[config.mk]
export PLATFORM = sky130hd
export DESIGN_NAME = dspr_regs
export DESIGN_NICKNAME = d
export VERILOG_FILES = /design/src/dspr_pkg.sv /design/src/dspr_div_ctl.sv /design/src/dspr_sweep_sel.sv /design/src/dspr_regs.sv
export VERILOG_INCLUDE_DIRS = /design/src
export SDC_FILE = /design/constraint.sdc
export NUM_CORES = 1
export LEC_CHECK = 0
export ABC_AREA = 1
export ABC_CLOCK_PERIOD_IN_PS = 29000
export CORE_AREA = 2 2 177 179
export DETAILED_ROUTE_END_ITERATION = 10
export DIE_AREA = 0 0 179 181
export DONT_BUFFER_PORTS = 1
export PLACE_DENSITY = 0.61
export SYNTH_ARGS = -nofsm -noshare
export SYNTH_HDL_FRONTEND = slang
export SYNTH_SLANG_ARGS = --single-unit
export TNS_END_PERCENT = 30
[constraint.sdc]
create_clock -name clk_sys -period 29 [get_ports clk_sys]
set_input_delay 1.45 -clock clk_sys [delete_from_list [all_inputs] [get_ports clk_sys]]
set_output_delay 1.45 -clock clk_sys [all_outputs]
set_load 0.05 [all_outputs]
[src/dspr_defines.svh]
// Offsets, field positions, widths and reset values of the divider and sweep registers
`ifndef DSPR_DEFINES_SVH
`define DSPR_DEFINES_SVH
// Register indices on the address port
`define DSPR_OFS_MODE 5'h08
`define DSPR_OFS_DIV_CFG 5'h0f
`define DSPR_OFS_DWELL_HI 5'h10
`define DSPR_OFS_DWELL_LO 5'h11
`define DSPR_OFS_STEP_HI 5'h12
`define DSPR_OFS_STEP_LO 5'h13
`define DSPR_OFS_STEPDN_HI 5'h19
`define DSPR_OFS_STEPDN_LO 5'h1a
// Field widths
`define DSPR_CFG_W 15
`define DSPR_HI_W 30
`define DSPR_LO_W 18
// Divider configuration fields
`define DSPR_BIT_MOD_LONG 0
`define DSPR_BIT_PFD_LONG 1
`define DSPR_DRV_LO 2
`define DSPR_DRV_HI 4
`define DSPR_BIT_DIV_RST 5
`define DSPR_RSB_LO 6
`define DSPR_RSB_HI 8
`define DSPR_RFB_LO 9
`define DSPR_RFB_HI 11
`define DSPR_PW_LO 12
`define DSPR_PW_HI 14
// Mode register fields
`define DSPR_BIT_SWEEP_EN 11
`define DSPR_BIT_SYMM 22
// Reset values
`define DSPR_DIV_CFG_RST 15'h32ce
`define DSPR_MODE_RST 32'h0040_0000
`define DSPR_HI_RST 30'h0
`define DSPR_LO_RST 18'h0
// Pulse-width law and modulator pulse threshold
`define DSPR_PW_BASE 6'h05
`define DSPR_RATIO_THRESH 16'h0040
`endif

[src/dspr_pkg.sv]
// Types shared by the divider and sweep register bank
`default_nettype none
package dspr_pkg;
   // Decoded divider controls toward the analog side
   typedef struct packed {
      logic mod_pulse_long;
      logic pfd_low_long;
      logic [2:0] drive_code;
      logic div_reset;
      logic [2:0] resync_bias;
      logic [2:0] rfbuf_bias;
      logic [5:0] pulse_cycles;
   } dspr_div_ctl_t;
   // Sweep parameters for the current direction
   typedef struct packed {
      logic active;
      logic dwell_apply;
      logic [47:0] dwell;
      logic [47:0] step;
   } dspr_sweep_t;
endpackage : dspr_pkg
`default_nettype wire

[src/dspr_div_ctl.sv]
// Divider configuration decode toward the analog divider
`timescale 1ns/10ps
`default_nettype none
`include "dspr_defines.svh"
module dspr_div_ctl (
   input wire logic clk_sys,
   input wire logic rst_n_sync,
   input wire logic [14:0] cfg,
   input wire logic [15:0] div_ratio,
   output dspr_pkg::dspr_div_ctl_t ctl_reg
);
   import dspr_pkg::*;
   dspr_div_ctl_t ctl_next;
   // Field decode; biases pass through untouched
   always_comb begin
      ctl_next = '0;
      ctl_next.mod_pulse_long = cfg[`DSPR_BIT_MOD_LONG] &&
         (div_ratio > `DSPR_RATIO_THRESH);
      ctl_next.pfd_low_long = cfg[`DSPR_BIT_PFD_LONG];
      ctl_next.drive_code = cfg[`DSPR_DRV_HI:`DSPR_DRV_LO];
      ctl_next.div_reset = cfg[`DSPR_BIT_DIV_RST];
      ctl_next.resync_bias = cfg[`DSPR_RSB_HI:`DSPR_RSB_LO];
      ctl_next.rfbuf_bias = cfg[`DSPR_RFB_HI:`DSPR_RFB_LO];
      ctl_next.pulse_cycles = {cfg[`DSPR_PW_HI:`DSPR_PW_LO], 3'h0}
         + `DSPR_PW_BASE;
   end
   // Registered so analog controls never glitch
   always_ff @(posedge clk_sys or negedge rst_n_sync) begin
      if (!rst_n_sync) begin
         ctl_reg <= '0;
      end else begin
         ctl_reg <= ctl_next;
      end
   end
endmodule : dspr_div_ctl
`default_nettype wire

[src/dspr_sweep_sel.sv]
// Direction-dependent sweep dwell and step selection
`timescale 1ns/10ps
`default_nettype none
`include "dspr_defines.svh"
module dspr_sweep_sel (
   input wire logic clk_sys,
   input wire logic rst_n_sync,
   input wire logic sweep_en,
   input wire logic symm,
   input wire logic dir_up,
   input wire logic [29:0] dwell_hi,
   input wire logic [17:0] dwell_lo,
   input wire logic [29:0] step_hi,
   input wire logic [17:0] step_lo,
   input wire logic [29:0] stepdn_hi,
   input wire logic [17:0] stepdn_lo,
   output dspr_pkg::dspr_sweep_t sweep_reg
);
   import dspr_pkg::*;
   dspr_sweep_t sweep_next;
   logic use_up;
   // Up parameters serve both ways only when symmetric
   assign use_up = symm || dir_up;
   always_comb begin
      sweep_next = '0;
      sweep_next.active = sweep_en;
      if (sweep_en) begin
         sweep_next.dwell_apply = use_up;
         sweep_next.dwell = use_up ? {dwell_hi, dwell_lo} : 48'h0;
         sweep_next.step = use_up ? {step_hi, step_lo}
            : {stepdn_hi, stepdn_lo};
      end
   end
   always_ff @(posedge clk_sys or negedge rst_n_sync) begin
      if (!rst_n_sync) begin
         sweep_reg <= '0;
      end else begin
         sweep_reg <= sweep_next;
      end
   end
endmodule : dspr_sweep_sel
`default_nettype wire

[src/dspr_regs.sv]
// Divider pulse/drive and sweep dwell/step register bank, top level
//
// Summary of operation
// - Bit 0 lengthens modulator pulse above ratio 64
// - Bit 1, default set, lengthens detector clock low
// - Bits 4:2 drive code, default 011, forwarded
// - Bit 5 holds RF divider in reset
// - Bits 14:12 give pulse 5 plus 8*code cycles
// - Dwell: 30-bit upper, 18-bit lower, reset zero
// - Dwell both ways symmetric, up only asymmetric
// - Step: 30-bit upper, 18-bit lower, reset zero
// - Step both ways symmetric, up only asymmetric
// - Symmetric bit, default set; else separate down
// - Sweep enable bit, default clear, activates parameters
// - Asymmetric down step from dedicated register pair
`timescale 1ns/10ps
`default_nettype none
`include "dspr_defines.svh"
module dspr_regs (
   input wire logic clk_sys,
   input wire logic rstn,
   input wire logic [4:0] addr,
   input wire logic [31:0] wdata,
   input wire logic wr,
   input wire logic rd,
   input wire logic [15:0] div_ratio,
   input wire logic sweep_dir_up,
   output logic [31:0] rdata,
   output dspr_pkg::dspr_div_ctl_t div_ctl,
   output dspr_pkg::dspr_sweep_t sweep
);
   import dspr_pkg::*;

   logic rst_meta_reg;
   logic rst_n_sync;
   logic [14:0] div_cfg_reg;
   logic [31:0] mode_reg;
   logic [29:0] dwell_hi_reg;
   logic [17:0] dwell_lo_reg;
   logic [29:0] step_hi_reg;
   logic [17:0] step_lo_reg;
   logic [29:0] stepdn_hi_reg;
   logic [17:0] stepdn_lo_reg;
   logic [31:0] rdata_reg;
   logic [31:0] rdata_next;

   // Reset release through two flops; assertion stays asynchronous
   always_ff @(posedge clk_sys or negedge rstn) begin
      if (!rstn) begin
         rst_meta_reg <= 1'b0;
         rst_n_sync <= 1'b0;
      end else begin
         rst_meta_reg <= 1'b1;
         rst_n_sync <= rst_meta_reg;
      end
   end

   // Divider configuration register, only 15 bits stored
   always_ff @(posedge clk_sys or negedge rst_n_sync) begin
      if (!rst_n_sync) begin
         div_cfg_reg <= `DSPR_DIV_CFG_RST;
      end else if (wr && addr == `DSPR_OFS_DIV_CFG) begin
         div_cfg_reg <= wdata[14:0];
      end
   end

   // Mode register: sweep enable and symmetric selection
   always_ff @(posedge clk_sys or negedge rst_n_sync) begin
      if (!rst_n_sync) begin
         mode_reg <= `DSPR_MODE_RST;
      end else if (wr && addr == `DSPR_OFS_MODE) begin
         mode_reg <= wdata;
      end
   end

   // Dwell pair, upper and lower written independently
   always_ff @(posedge clk_sys or negedge rst_n_sync) begin
      if (!rst_n_sync) begin
         dwell_hi_reg <= `DSPR_HI_RST;
         dwell_lo_reg <= `DSPR_LO_RST;
      end else if (wr) begin
         if (addr == `DSPR_OFS_DWELL_HI) begin
            dwell_hi_reg <= wdata[29:0];
         end else if (addr == `DSPR_OFS_DWELL_LO) begin
            dwell_lo_reg <= wdata[17:0];
         end
      end
   end

   // Step pairs for up/symmetric and dedicated down
   always_ff @(posedge clk_sys or negedge rst_n_sync) begin
      if (!rst_n_sync) begin
         step_hi_reg <= `DSPR_HI_RST;
         step_lo_reg <= `DSPR_LO_RST;
         stepdn_hi_reg <= `DSPR_HI_RST;
         stepdn_lo_reg <= `DSPR_LO_RST;
      end else if (wr) begin
         if (addr == `DSPR_OFS_STEP_HI) begin
            step_hi_reg <= wdata[29:0];
         end else if (addr == `DSPR_OFS_STEP_LO) begin
            step_lo_reg <= wdata[17:0];
         end else if (addr == `DSPR_OFS_STEPDN_HI) begin
            stepdn_hi_reg <= wdata[29:0];
         end else if (addr == `DSPR_OFS_STEPDN_LO) begin
            stepdn_lo_reg <= wdata[17:0];
         end
      end
   end

   // Read mux; unused bits and unmapped indices read zero
   always_comb begin
      rdata_next = 32'h0;
      if (!rd) begin
         rdata_next = 32'h0;
      end else if (addr == `DSPR_OFS_DIV_CFG) begin
         rdata_next = {17'h0, div_cfg_reg};
      end else if (addr == `DSPR_OFS_MODE) begin
         rdata_next = mode_reg;
      end else if (addr == `DSPR_OFS_DWELL_HI) begin
         rdata_next = {2'h0, dwell_hi_reg};
      end else if (addr == `DSPR_OFS_DWELL_LO) begin
         rdata_next = {14'h0, dwell_lo_reg};
      end else if (addr == `DSPR_OFS_STEP_HI) begin
         rdata_next = {2'h0, step_hi_reg};
      end else if (addr == `DSPR_OFS_STEP_LO) begin
         rdata_next = {14'h0, step_lo_reg};
      end else if (addr == `DSPR_OFS_STEPDN_HI) begin
         rdata_next = {2'h0, stepdn_hi_reg};
      end else if (addr == `DSPR_OFS_STEPDN_LO) begin
         rdata_next = {14'h0, stepdn_lo_reg};
      end
   end

   // Read data stand for one cycle only, zero otherwise
   always_ff @(posedge clk_sys or negedge rst_n_sync) begin
      if (!rst_n_sync) begin
         rdata_reg <= 32'h0;
      end else begin
         rdata_reg <= rdata_next;
      end
   end
   assign rdata = rdata_reg;

   // Divider decode; one cycle behind the register
   dspr_div_ctl u_div_ctl (
      .clk_sys(clk_sys),
      .rst_n_sync(rst_n_sync),
      .cfg(div_cfg_reg),
      .div_ratio(div_ratio),
      .ctl_reg(div_ctl)
   );

   // Sweep selection; direction comes from the sweep engine
   dspr_sweep_sel u_sweep_sel (
      .clk_sys(clk_sys),
      .rst_n_sync(rst_n_sync),
      .sweep_en(mode_reg[`DSPR_BIT_SWEEP_EN]),
      .symm(mode_reg[`DSPR_BIT_SYMM]),
      .dir_up(sweep_dir_up),
      .dwell_hi(dwell_hi_reg),
      .dwell_lo(dwell_lo_reg),
      .step_hi(step_hi_reg),
      .step_lo(step_lo_reg),
      .stepdn_hi(stepdn_hi_reg),
      .stepdn_lo(stepdn_lo_reg),
      .sweep_reg(sweep)
   );
endmodule : dspr_regs
`default_nettype wire

==> impl_metrics.env <==
export IMPL_cp_required_ns=29.40
export IMPL_area_delta_synth_final_pct=10.1
export IMPL_floorplan_initialDensity_pct=44.4
export IMPL_status="completed"
export IMPL_vias=10000
export IMPL_via_per_inst=5.39
export IMPL_yosys_area_top_type_share_pct=61.3
export IMPL_min_period_ns=3.62
export IMPL_ir_drop_mv=0.0392
export IMPL_finalSetupViolCount=0
export IMPL_cp_start_kind="primary input"
export IMPL_die_h_um=181
export IMPL_drv_slew=0
export IMPL_fin_skew_ns=0.0171
export IMPL_max_clock_freq_mhz=276
export IMPL_synth_avg_cell_area_um2=9.10
export IMPL_largest_register_ffs=98
export IMPL_synth_area_leaders="dfrtp_1, o21ai_0, nand2_1"
export IMPL_cts_tree="done"
export IMPL_synth_seq_cells=339
export IMPL_syn_area_um2=13500
export IMPL_clk_pin_slew_worst_paths_ns=0.06
export IMPL_synth_edf_count=0
export IMPL_diodes=0
export IMPL_synth_commonest_cells="nand2_1, dfrtp_1, o21ai_0, nor2_1, inv_1"
export IMPL_clk_path_buf_depth=3
export IMPL_utilization_pct=48.9
export IMPL_dieArea_um2=32400
export IMPL_nets=1502
export IMPL_postRouteAntennaNets=0
export IMPL_post_synth_top_count_cell="nand2_1"
export IMPL_grt_overflow=0
export IMPL_maxSlewHeadroom_pct=28.9
export IMPL_synth_area_leader_cell="dfrtp_1"
export IMPL_grt_pass1_wl_um=57900
export IMPL_dr_pass1_iters=5
export IMPL_cts_resized=0
export IMPL_num_rows=64
export IMPL_cp_max_fo=62
export IMPL_clk_latency_ns=0.52
export IMPL_htree_num_levels=2
export IMPL_wl_per_cell_um=20.1
export IMPL_grt_setup_unrepaired="no"
export IMPL_numClockSinks=339
export IMPL_worstMarginPinSlew_ns=1.07
export IMPL_numPortBuffers=0
export IMPL_synth_distinct_cells=27
export IMPL_p_leak_nw=7.36
export IMPL_async_reset_ff_share_pct=100
export IMPL_cap_violations=0
export IMPL_fin_tns_setup_ns=0
export IMPL_core_area_um2=30300
export IMPL_power_density_nw_per_um2=81.0
export IMPL_path_class="in -> reg"
export IMPL_finalHoldViolCount=0
export IMPL_postCtsSetupBuffers=0
export IMPL_period_share_pct=12.5
export IMPL_crit_path_end_kind="flop"
export IMPL_cts_hold_buffers_added=0
export IMPL_ys_seq_area_share_pct=63.1
export IMPL_worstHoldPathType="reg -> reg"
export IMPL_yosys_warnings=0
export IMPL_die_w_um=179
export IMPL_wirelength_um=37400
export IMPL_crit_arrival_ns=4.02
export IMPL_numCtsBuffers=36
export IMPL_route_detailed_drc=0
export IMPL_syn_inst=1480
export IMPL_boundaryPins=206
export IMPL_grt_usage_pct=23.4
export IMPL_p_total_mw=1.20
export IMPL_drt_iter0_markers=840
export IMPL_place_gp_congestion=0.836
export IMPL_fillCellCount=2824
export IMPL_grt_pass1_vias=9658
export IMPL_place_detailed_hpwl_um=24100
export IMPL_ys_flop_type="dfrtp_1"
export IMPL_clockRootBuffer="clkbuf_16"
export IMPL_antenna_found_initial=1
export IMPL_drive_gt1_share_pct=6.89
export IMPL_grt_max_degree=78
## per-layer routing
layer / wire length, um / vias up / share of wire [%] / GRT usage, %
met5: 13 / - / 0.035 / 0
met2: 17900 / 370 / 48 / 37.3
met3: 2620 / 77 / 7.0 / 4.84
met1: 15700 / 4927 / 42 / 31.8
met4: 1250 / 2 / 3.3 / 8.16
li1: - / 4651 / - / -
## path summary, 6_finish.rpt
kind	start	endpoint	slack [ns]	cells after the start
worst min register to register	rst_meta_reg	rst_n_sync	0.35	0
worst max-delay path	addr[2]	mode_reg[31]	25.38	8
worst min-delay path	rst_meta_reg	rst_n_sync	0.35	0
max in group asynchronous	rst_n_sync	u_div_ctl.ctl_reg[14]	26.29	2
worst max register to register	rst_n_sync	u_div_ctl.ctl_reg[14]	26.29	2
min in group asynchronous	rst_n_sync	rdata[21]	0.45	0
## metrics by stage
stage	cell area, um2	instances	hold WS [ns]	setup slack [ns]
final	14800	1861	0.351	25.38
after global routing	14800	1861	0.359	25.16
after CTS	14800	1861	0.355	25.43
after detailed placement	13700	1802	0.342	24.89
after global placement	13700	1802	0.345	24.93
after floorplan	13500	1481	0.331	18.87
## layout make-up
type                       instances  area [um2]  share of cell area (%)
timing repair buffer              14         105                   0.709
inverter                         120         450                    3.04
clock buffer                      50        1050                    7.11
tap                              396         495                    3.34
multi-input combinational        933        4150                    28.0
clock inverter                     9        70.1                   0.473
sequential                       339        8500                    57.3
## layout by cell type (no fill, tap or decap), types with 3 or more instances in the layout
cell type    n
o21ai_0    281
inv_2        7
clkbuf_16   37
a21oi_1     30
nand2_1    353
nand4_1     16
clkbuf_1     5
o21ai_1      6
nor2_2       3
nand4_2      3
buf_4       14
dfstp_2      9
clkbuf_8     8
nand3_1     45
conb_1       3
nor2_4       3
clkinv_2     8
nor2_1     168
dfrtp_1    329
inv_1      113
a221oi_1    12
## where the power goes
| group | switching (mW) | internal, mW | total [mW] |
|---|---|---|---|
| Sequential | 0.108 | 0.541 | 0.649 |
| Combinational | 0.0776 | 0.0342 | 0.112 |
| Clock | 0.179 | 0.261 | 0.440 |
| Total | 0.364 | 0.836 | 1.20 |
## cells by family (layout without fill, tap and decap cells)
logic type,count (synthesis),after routing,share of synthesized area (%)
and+or+nand+nor,598,598,17.9
DFF,339,339,63.1
muxes,2,2,0.167
AOI/OAI and AO/OA,330,330,12.6
buffers and inverters,209,193,6.19
other,2,3,0.0558
## critical path: stages
cell and delay, ns:
inv_1 0.03, nand2_1 0.06, inv_1 0.55, nand3_1 0.14
buf_4 0.28, inv_2 0.33, nand2_2 0.64, mux2_2 0.50
No activity file was read; power rests on OpenSTA's default activity.
